### src/csfr_pkg.sv
// Package of constants and types shared by the status flags register block.
package csfr_pkg;

  localparam int FLAG_C = 7;
  localparam int FLAG_Z = 6;
  localparam int FLAG_S = 5;
  localparam int FLAG_V = 4;
  localparam int FLAG_D = 3;
  localparam int FLAG_H = 2;
  localparam int FLAG_FIS = 1;
  localparam int FLAG_BA = 0;

  localparam logic [7:0] FLAGS_RESET = 8'h00;

  // Register indices; the byte address on the bus is four times the index.
  localparam logic [7:0] FLAGS_INDEX = 8'hD5;
  localparam logic [7:0] RESULT_INDEX = 8'hD6;
  localparam logic [9:0] FLAGS_ADDR = {FLAGS_INDEX, 2'h0};
  localparam logic [9:0] RESULT_ADDR = {RESULT_INDEX, 2'h0};

  // Which flag bits each class of operation is allowed to change.
  localparam logic [7:0] MASK_ARITH_BCD = 8'hFC;
  localparam logic [7:0] MASK_ARITH = 8'hF0;
  localparam logic [7:0] MASK_ZSV = 8'h70;
  localparam logic [7:0] MASK_ALL = 8'hFF;

  localparam logic [7:0] RR_MAX = 8'hFE;
  localparam logic [3:0] WORK_PAIR_MAX = 4'hE;
  localparam logic [3:0] CC_CARRY = 4'h7;
  localparam logic [3:0] CC_ZERO = 4'h6;
  localparam logic [3:0] CC_MINUS = 4'h5;
  localparam logic [3:0] CC_OVERFLOW = 4'h4;

  localparam logic [7:0] BCD_LOW_FIX = 8'h06;
  localparam logic [7:0] BCD_HIGH_FIX = 8'h60;
  localparam logic [3:0] BCD_DIGIT_MAX = 4'h9;
  localparam logic [7:0] BCD_BYTE_MAX = 8'h99;

  typedef enum logic [4:0] {
    OP_NOP, OP_ADD, OP_ADC, OP_SUB, OP_SBC, OP_CP, OP_INC, OP_DEC,
    OP_AND, OP_OR, OP_XOR, OP_COM, OP_TM, OP_RL, OP_RLC, OP_RR,
    OP_RRC, OP_SRA, OP_DA, OP_SCF, OP_RCF, OP_CCF, OP_SB0, OP_SB1,
    OP_INTERRUPT_RETURN_INSTR, OP_LDF
  } csfr_op_type;

endpackage

### src/csfr_alu.sv
// Result and flag computation for one executed operation.
module csfr_alu
  import csfr_pkg::*;
(
  input wire csfr_op_type op,
  input wire logic [7:0] a,
  input wire logic [7:0] b,
  input wire logic [7:0] flags,
  output logic [7:0] result,
  output logic [7:0] new_flags,
  output logic [7:0] affect,
  output logic writes_back
);

  logic [8:0] sum;
  logic [4:0] half;
  logic cin;
  logic zs;
  logic [7:0] corr;

  always_comb begin
    cin = 1'b0;
    sum = 9'h000;
    half = 5'h00;
    corr = 8'h00;
    zs = 1'b1;
    result = a;
    new_flags = flags;
    affect = MASK_ZSV;
    writes_back = 1'b1;
    case (op)
      OP_ADD, OP_ADC: begin
        cin = (op == OP_ADC) & flags[FLAG_C];
        sum = {1'b0, a} + {1'b0, b} + {8'h00, cin};
        half = {1'b0, a[3:0]} + {1'b0, b[3:0]} + {4'h0, cin};
        result = sum[7:0];
        new_flags[FLAG_C] = sum[8];
        new_flags[FLAG_V] = (a[7] == b[7]) && (sum[7] != a[7]);
        new_flags[FLAG_D] = 1'b0;
        new_flags[FLAG_H] = half[4];
        affect = MASK_ARITH_BCD;
      end
      OP_SUB, OP_SBC, OP_CP: begin
        cin = (op == OP_SBC) & flags[FLAG_C];
        sum = {1'b0, a} - {1'b0, b} - {8'h00, cin};
        half = {1'b0, a[3:0]} - {1'b0, b[3:0]} - {4'h0, cin};
        result = sum[7:0];
        new_flags[FLAG_C] = sum[8];
        new_flags[FLAG_V] = (a[7] != b[7]) && (sum[7] != a[7]);
        new_flags[FLAG_D] = 1'b1;
        new_flags[FLAG_H] = half[4];
        affect = (op == OP_CP) ? MASK_ARITH : MASK_ARITH_BCD;
        writes_back = (op != OP_CP);
      end
      OP_INC, OP_DEC: begin
        result = (op == OP_INC) ? a + 8'h01 : a - 8'h01;
        new_flags[FLAG_V] = (result[7] != a[7]) && (a[7] == (op == OP_DEC));
      end
      OP_AND, OP_OR, OP_XOR, OP_COM, OP_TM: begin
        case (op)
          OP_OR: result = a | b;
          OP_XOR: result = a ^ b;
          OP_COM: result = ~a;
          default: result = a & b;
        endcase
        new_flags[FLAG_V] = 1'b0;
        writes_back = (op != OP_TM);
      end
      OP_RL, OP_RLC, OP_RR, OP_RRC, OP_SRA: begin
        case (op)
          OP_RL: result = {a[6:0], a[7]};
          OP_RLC: result = {a[6:0], flags[FLAG_C]};
          OP_RR: result = {a[0], a[7:1]};
          OP_RRC: result = {flags[FLAG_C], a[7:1]};
          default: result = {a[7], a[7:1]};
        endcase
        new_flags[FLAG_C] = (op == OP_RL || op == OP_RLC) ? a[7] : a[0];
        new_flags[FLAG_V] = (op != OP_SRA) && (result[7] != a[7]);
        affect = MASK_ARITH;
      end
      OP_DA: begin
        if (!flags[FLAG_D]) begin
          corr = ((flags[FLAG_H] || a[3:0] > BCD_DIGIT_MAX) ? BCD_LOW_FIX : 8'h00) |
                 ((flags[FLAG_C] || a > BCD_BYTE_MAX) ? BCD_HIGH_FIX : 8'h00);
          result = a + corr;
          new_flags[FLAG_C] = flags[FLAG_C] || (a > BCD_BYTE_MAX);
        end else begin
          corr = (flags[FLAG_H] ? BCD_LOW_FIX : 8'h00) | (flags[FLAG_C] ? BCD_HIGH_FIX : 8'h00);
          result = a - corr;
        end
        affect = MASK_ARITH;
      end
      default: begin
        zs = 1'b0;
        writes_back = 1'b0;
        affect = 8'h00;
        case (op)
          OP_SCF, OP_RCF, OP_CCF: begin
            new_flags[FLAG_C] = (op == OP_SCF) | ((op == OP_CCF) & ~flags[FLAG_C]);
            affect[FLAG_C] = 1'b1;
          end
          OP_SB0, OP_SB1: begin
            new_flags[FLAG_BA] = (op == OP_SB1);
            affect[FLAG_BA] = 1'b1;
          end
          OP_INTERRUPT_RETURN_INSTR: begin
            new_flags[FLAG_FIS] = 1'b0;
            affect[FLAG_FIS] = 1'b1;
          end
          OP_LDF: begin
            new_flags = a;
            affect = MASK_ALL;
          end
          default: affect = 8'h00;
        endcase
      end
    endcase
    if (zs) begin
      new_flags[FLAG_Z] = (result == 8'h00);
      new_flags[FLAG_S] = result[7];
    end
  end

endmodule

### src/csfr_cond.sv
// Condition-code evaluation for conditional jumps from the four testable flags.
module csfr_cond
  import csfr_pkg::*;
(
  input wire logic [3:0] cc,
  input wire logic [7:0] flags,
  output logic taken
);

  logic base;

  // The top code bit inverts the sense of the lower three.
  always_comb begin
    case (cc[2:0])
      3'h0: base = 1'b0;
      3'h1: base = flags[FLAG_S] ^ flags[FLAG_V];
      3'h2: base = flags[FLAG_Z] | (flags[FLAG_S] ^ flags[FLAG_V]);
      3'h3: base = flags[FLAG_C] | flags[FLAG_Z];
      3'h4: base = flags[FLAG_V];
      3'h5: base = flags[FLAG_S];
      3'h6: base = flags[FLAG_Z];
      default: base = flags[FLAG_C];
    endcase
    taken = base ^ cc[3];
  end

endmodule

### src/csfr_core.sv
// Status flags register with APB access, flag update, jump conditions and operand checks.
// Operation
// - Carry, zero, sign, overflow feed jump tests; decimal and half-carry serve BCD only.
// - Carry set on carry out of or borrow into bit 7.
// - After rotate or shift, carry holds the last bit shifted out.
// - Instructions can set, clear or invert the carry bit.
// - Zero bit set when an arithmetic or logic result is all zero.
// - Zero bit set when bit-test, shift or rotate result is zero.
// - Sign bit copies the result's most significant bit.
// - Overflow set when the signed result leaves -128 to +127.
// - Logic operations clear the overflow bit.
// - Decimal bit records add or subtract; never a jump condition.
// - Half-carry on carry out of bit 3 or borrow out of bit 4.
// - Decimal adjust uses half-carry to correct the result into BCD.
// - Fast-interrupt bit set on fast interrupt start, cleared by interrupt return.
// - Fast-interrupt bit blocks interrupts and selects the fast return sequence.
// - Bank bit selects set 1 bank; bank-0 instruction clears, bank-1 sets it.
// - The flags register may be written directly by non-flag instructions.
// - Bitwise AND updates zero and sign from its result and clears overflow.
// - Simultaneous flag update and direct write give an unspecified result.
// - Register pairs are even numbers 0 to 254 or working pairs 0 to 14.
// - Relative displacement is signed -128..+127 added to the next address.
// - Working registers select one of sixteen; bit operands select 0 to 7.
// - Carry, zero, sign and overflow drive four-bit condition evaluation.
module csfr_core
  import csfr_pkg::*;
(
  input wire logic pclk,
  input wire logic presetn,
  input wire logic psel,
  input wire logic penable,
  input wire logic pwrite,
  input wire logic [9:0] paddr,
  input wire logic [31:0] pwdata,
  output logic [31:0] prdata,
  output logic pready,
  output logic pslverr,
  input wire logic exec_valid,
  input wire csfr_op_type exec_op,
  input wire logic [7:0] exec_a,
  input wire logic [7:0] exec_b,
  output logic [7:0] exec_result,
  output logic [7:0] flags_out,
  input wire logic fast_irq_start,
  input wire logic irq_request,
  output logic irq_grant,
  output logic fast_return,
  output logic bank_select,
  input wire logic [3:0] jump_cc,
  output logic jump_taken,
  input wire logic [7:0] pair_index,
  input wire logic pair_is_working,
  output logic pair_ok,
  input wire logic [15:0] next_pc,
  input wire logic [7:0] displacement,
  output logic [15:0] branch_target,
  input wire logic [3:0] work_sel,
  input wire logic [2:0] bit_sel,
  output logic [15:0] work_onehot,
  output logic [7:0] bit_mask
);

  logic [7:0] flags;
  logic [7:0] next_flags;
  logic [7:0] alu_result;
  logic [7:0] alu_flags;
  logic [7:0] alu_affect;
  logic alu_writes;
  logic apb_setup;
  logic apb_access;
  logic addr_flags;
  logic addr_result;
  logic [31:0] next_prdata;
  logic next_pair_ok;

  csfr_alu u_alu (
    .op(exec_op),
    .a(exec_a),
    .b(exec_b),
    .flags(flags),
    .result(alu_result),
    .new_flags(alu_flags),
    .affect(alu_affect),
    .writes_back(alu_writes)
  );

  csfr_cond u_cond (
    .cc(jump_cc),
    .flags(flags),
    .taken(jump_taken)
  );

  // Bus decode; data is staged in the setup cycle so the access phase needs no wait.
  assign apb_setup = psel & ~penable;
  assign apb_access = psel & penable;
  assign addr_flags = (paddr == FLAGS_ADDR);
  assign addr_result = (paddr == RESULT_ADDR);
  assign pready = 1'b1;

  always_comb begin
    next_prdata = 32'h0000_0000;
    if (addr_flags) begin
      next_prdata[7:0] = flags;
    end else if (addr_result) begin
      next_prdata[7:0] = exec_result;
    end
  end

  always_ff @(posedge pclk or negedge presetn) begin
    if (!presetn) begin
      prdata <= 32'h0000_0000;
      pslverr <= 1'b0;
    end else if (apb_setup) begin
      prdata <= pwrite ? 32'h0000_0000 : next_prdata;
      pslverr <= ~(addr_flags | addr_result);
    end
  end

  // A direct write lands first; an executing instruction then overrides only the bits it affects.
  always_comb begin
    next_flags = flags;
    if (apb_access && pwrite && addr_flags) begin
      next_flags = pwdata[7:0];
    end
    if (exec_valid) begin
      next_flags = (next_flags & ~alu_affect) | (alu_flags & alu_affect);
    end
    if (fast_irq_start) begin
      next_flags[FLAG_FIS] = 1'b1;
    end
  end

  always_ff @(posedge pclk or negedge presetn) begin
    if (!presetn) begin
      flags <= FLAGS_RESET;
    end else begin
      flags <= next_flags;
    end
  end

  always_ff @(posedge pclk or negedge presetn) begin
    if (!presetn) begin
      exec_result <= 8'h00;
    end else if (exec_valid && alu_writes) begin
      exec_result <= alu_result;
    end
  end

  assign flags_out = flags;
  assign bank_select = flags[FLAG_BA];
  assign irq_grant = irq_request & ~flags[FLAG_FIS];
  assign fast_return = exec_valid & (exec_op == OP_INTERRUPT_RETURN_INSTR) & flags[FLAG_FIS];

  // Operand range checks and decodes for instruction decode.
  always_comb begin
    if (pair_is_working) begin
      next_pair_ok = ~pair_index[0] && (pair_index[3:0] <= WORK_PAIR_MAX) && (pair_index[7:4] == 4'h0);
    end else begin
      next_pair_ok = ~pair_index[0] && (pair_index <= RR_MAX);
    end
  end

  always_ff @(posedge pclk or negedge presetn) begin
    if (!presetn) begin
      pair_ok <= 1'b0;
      branch_target <= 16'h0000;
    end else begin
      pair_ok <= next_pair_ok;
      branch_target <= next_pc + {{8{displacement[7]}}, displacement};
    end
  end

  genvar gi;
  generate
    for (gi = 0; gi < 16; gi++) begin : g_work
      always_ff @(posedge pclk or negedge presetn) begin
        if (!presetn) begin
          work_onehot[gi] <= 1'b0;
        end else begin
          work_onehot[gi] <= (work_sel == 4'(gi));
        end
      end
      if (gi < 8) begin : g_bit
        always_ff @(posedge pclk or negedge presetn) begin
          if (!presetn) begin
            bit_mask[gi] <= 1'b0;
          end else begin
            bit_mask[gi] <= (bit_sel == 3'(gi));
          end
        end
      end
    end
  endgenerate
endmodule

### config.mk
export PLATFORM = sky130hd
export DESIGN_NAME = csfr_core
export DESIGN_NICKNAME = d
export VERILOG_FILES = /design/src/csfr_pkg.sv /design/src/csfr_alu.sv /design/src/csfr_cond.sv /design/src/csfr_core.sv
export SDC_FILE = /design/constraint.sdc
export NUM_CORES = 1
export LEC_CHECK = 0
export BUFFER_PORTS_ARGS = -buffer_cell sky130_fd_sc_hd__buf_4
export CAP_MARGIN = 0
export CORE_AREA = 2 2 120 122
export DETAILED_ROUTE_END_ITERATION = 6
export DIE_AREA = 0 0 122 124
export PLACE_DENSITY = 0.76
export SETUP_SLACK_MARGIN = 0.02
export SLEW_MARGIN = 20
export SYNTH_ARGS = -nofsm -noshare
export SYNTH_HDL_FRONTEND = slang
export SYNTH_SLANG_ARGS = --single-unit
### constraint.sdc
create_clock -name pclk -period 3.2 [get_ports pclk]
set_input_delay 0.64 -clock pclk [delete_from_list [all_inputs] [get_ports pclk]]
set_output_delay 0.64 -clock pclk [all_outputs]
set_load 0.02 [all_outputs]
* After elaboration in Yosys (flattened, before gate mapping)
Index checks and enable logic that the tools add are counted.
** Operators by class
- Muxes and demuxes :: 38
- Bitwise operators :: 29
- Reduce and logical (&&, ||, !) cells :: 33
- Multipliers :: 0
- Equality and inequality tests :: 65
- $add $sub $neg :: 13
- $lt $le $gt $ge :: 4
- Shift-type cells :: 0
- Divide/modulo/power cells :: 0
** Operators with widths (number)
- $mux 8 :: 8
- $pmux 8 s4 :: 2
- $eq 5x5->1 const B :: 10
- $pmux 8 s6 :: 1
- $eq 5x4->1 const B :: 8
- $eq 4x4->1 const B :: 8
- $or 8x8->8 :: 4
- $and 8x8->8 :: 3
- $pmux 8 s3 :: 1
- $eq 3x3->1 const B :: 7
- $eq 10x10->1 const B :: 2
- $eq 5x3->1 const B :: 4
- $reduce_or 18->1 :: 1
- $add 16x16->16 :: 1
- $eq 4x3->1 const B :: 4
- $not 8->8 :: 2
- $mux 7 :: 2
- $reduce_or 13->1 :: 1
- $eq 3x2->1 const B :: 4
- $eq 5x2->1 const B :: 2
- $logic_and 1x1->1 :: 10
- $mux 5 :: 2
- $reduce_or 10->1 :: 1
- $reduce_or 5->1 :: 2
- 49 further kinds :: 92
** Word-level totals
- Latch bits :: 0
- Output and inout bits :: 95
- Flip-flop bits (word level) :: 90
- Memory bits (read-only) :: 0
- Logic and storage cells :: 212
- RAM bits :: 0
- Memories kept :: 0

* Longest topological paths before layout
- Depth in word-level cells :: 13
- Depth in mapped cells :: 15

* By module
A second synthesis with hierarchy kept.
** Second synthesis, totals
- Cells, all modules :: 778
- Area, all modules :: 6621.4 um^2
** Modules (own cells, without submodules)
- csfr_core :: times used 1, area each 3311.9 um^2, cells an instance 303
- csfr_alu :: times used 1, area each 3221.8 um^2, cells an instance 464
- csfr_cond :: times used 1, area each 87.6 um^2, cells an instance 11

* Least setup slack after synthesis
No wires, ideal clock.
- Path type :: input to register
- From :: in exec_op[2]
- To :: reg (tool-made name)
- Stages :: 15
- Path slack :: -0.708 ns
- Arrival :: 3.804 ns
- Setup time :: 0.104 ns
- Cells stage by stage :: buf_4 -> buf_2 -> buf_2 -> buf_1 -> nand4_1 -> fa_1 -> inv_1 -> ha_1 -> o21ai_0 -> a211oi_1 -> a32o_1 -> nor4_2 -> o211ai_1 -> or4_1 -> o41ai_2
** RTL lines
- from (decl) :: RTL line csfr_core.sv:39 : input wire csfr_op_type exec_op,

==> impl_metrics.ini <==
[status]
status = finished, violations left
violations = setup timing

[timing]
rsz0062_at_grt = true
max-slew-margin-rel = 0.4235
drv_slew = 0
setup_slack_ps = -107.7
hold_viol = 0
fin_crit_sh = 1.034
clock-skew-final_ps = 5.745
period_needed_ps = 3308
worstMarginPinSlew_ps = 859.0
setup_viol = 1
max_freq_mhz = 302.3
hold_ws_ps = 412.2

[detailed_routing]
first_iter_violations = 583
routed_wl_microns = 20060
route.met2.wl_microns = 9723
wl_met3_microns = 1527
vias_per_cell = 5.600
vias = 6602
antenna_left = 0
wl_per_cell_microns = 17.01
dr.pass1.iters = 5
drc_errors = 0
highest_layer = met4
m1WireLength_microns = 8147

[yosys]
synth_edf_count = 0
yosysWarnings = 0
synth_seq_cells = 66
dominantRegCellSynth = dfrtp_1
synth.yosys.seq_area_share = 0.2609
synth_common_cells = dfrtp_1, ha_1, nand2_1, o21ai_0, nor2_1
synthTopCellsByArea = dfrtp_1, ha_1, o21ai_0
ys_async_sr_fraction = 1.000
syn-cell-area_sq_mm = 0.006330
synth.most_common_cell = dfrtp_1
synth_cells = 750
post_synth_num_cell_types = 77
yosysTopAreaCellShare = 0.2609
avgSynthCellArea_sq_um = 8.440
synth_area_leader_cell = dfrtp_1

[min_path]
min_path_type = in2async

[clocking]
cts.htree.levels = 3
clock_path_buffers = 2
clock_latency_ps = 330
clkTransAtPathRegs_ps = 60
cts_sinks = 66
tritoncts = built
cts_buffers = 9
root_buffer = clkbuf_16

[power_and_ir_drop]
power.density_mw_per_mm2 = 389.0
power_frac_comb = 0.448
p_sw_w = 0.001253
sequentialPowerShare = 0.293
ir_drop_mv = 0.2311
p_clk_frac = 0.259
p_int_w = 0.002155
netSwitchingFraction = 0.3676
power_w = 0.003407
leakagePower_nw = 4.192

[setup_path]
cp.required_ps = 3420
critical_path_arrival_ps = 3530
rrSetupSlack_ps = 30
critPathLaunchType = primary input
crit_type = in2reg
rr_worst_depth = 11
crit_fanout = 3
cp-end-kind = register

[global_route]
grt_pass1_wl_microns = 30970
grt_max_degree = 67
gr-usage-all-layers = 0.2628
grt_pass1_vias = 6115
overflow = 0
antenna_found_initial = 0

[final_layout]
num_antenna_cells = 0
drive_above_1_share = 0.3343
fill_cells = 1212
instances_no_fill = 1179
utilization = 0.6385
nets = 1175
syn2layout_area_growth_pct = 38.39

[placed_design]
port_buffers = 157
dp_hpwl_microns = 15800
dp.cells = 1160
pre_cts_slack_ps = -603.2
gp_congestion = 1.033

[floorplanning]
num_rows = 43
coreArea_sq_mm = 0.01372
die_h_microns = 124
io_pins = 210
die-area_sq_mm = 0.01513
initial_utilization = 0.4614
die_x_microns = 122

[job]
maxCapViolations = 0
[stage by stage]
step | TNS [ps] | instance area, sq um
floorplan | -322.2 | 6556
global placement | -1647 | 8359
detailed placement | -1929 | 8359
CTS | -69.64 | 8661
global route | -259.7 | 8760
finish | -107.7 | 8760
[layer usage]
metal / vias to the layer above / GRT usage
met5: - / 0
met4: 0 / 0.08908
met3: 58 / 0.04808
met2: 281 / 0.4413
met1: 3098 / 0.3416
li1: 3165 / -
[cell families (layout without fill, tap and decap cells)]
family / after synthesis / after routing / synth area share
compound gates: 218 / 218 / 0.2350
buf+inv: 96 / 322 / 0.07749
mux: 22 / 22 / 0.03617
flops: 66 / 66 / 0.2609
other cells: 2 / 25 / 0.001186
fa+ha+maj: 67 / 67 / 0.1392
xor+xnor: 38 / 38 / 0.05475
simple gates: 241 / 241 / 0.1953
[placed cells by master (no fill, tap or decap), drive strengths merged, types with 7 or more instances in the layout]
master and instances:
xnor2 26, nor3 17, a211oi 10, nor2 56
inv 43, xor2 11, or3 10, clkbuf 10
ha 60, a22oi 16, or2 7, dfrtp 66
a21oi 49, buf 264, nor2b 9, o221ai 7
conb 25, nand2b 18, o21ai 58, nand4 7
mux2i 15, nand3 16, nand2 59, o21a 8
mux2 7, o211ai 10
[final cells by class]
type | count | area, sq um | area share
clock inverter | 6 | 42.54 | 0.004856
clock buffer | 10 | 229.0 | 0.02614
tap | 180 | 225.2 | 0.02571
inverter | 42 | 157.7 | 0.01800
timing repair buffer | 264 | 1982 | 0.2263
sequential | 66 | 1652 | 0.1885
multi-input combinational | 611 | 4472 | 0.5105
[power groups by stage]
stage	clock network (W)	registers [W]	logic, W
after CTS	0.000899	0.000998	0.00148
after detailed placement	0	0.00101	0.00146
after global routing	0.000945	0.00101	0.00166
after global placement	0	0.00101	0.00144
after floorplan	0	0.00112	0.000741
final	0.000882	0.000998	0.00153
[worst max-delay path by stage]
stage,start,end,slack [ps],cells past startpoint
finish,exec_op[3],register,-110,12
global placement,exec_a[1],register,-490,16
CTS,exec_op[3],register,-70,13
detailed placement,exec_a[1],register,-600,16
global route,exec_a[1],register,-250,16
floorplan,exec_op[2],register,-250,15
[worst max-delay path: stages]
cell and delay, ps:
buf_4 120, or3_4 400, nor2_4 100, fa_2 220, inv_1 50, fa_1 500, maj3_1 160, nor2_1 40
a211oi_1 380, o211ai_1 140, or4_4 560, o41ai_4 210
[repair_timing]
item	CTS	global route
endpoints found under the hold margin	0	0
hold buffers	0	0
setup endpoints to repair	1	5
pin swaps	2	8
resized for setup	6	14
buffers inserted	1	2
Power figures use the tool's default switching activity.
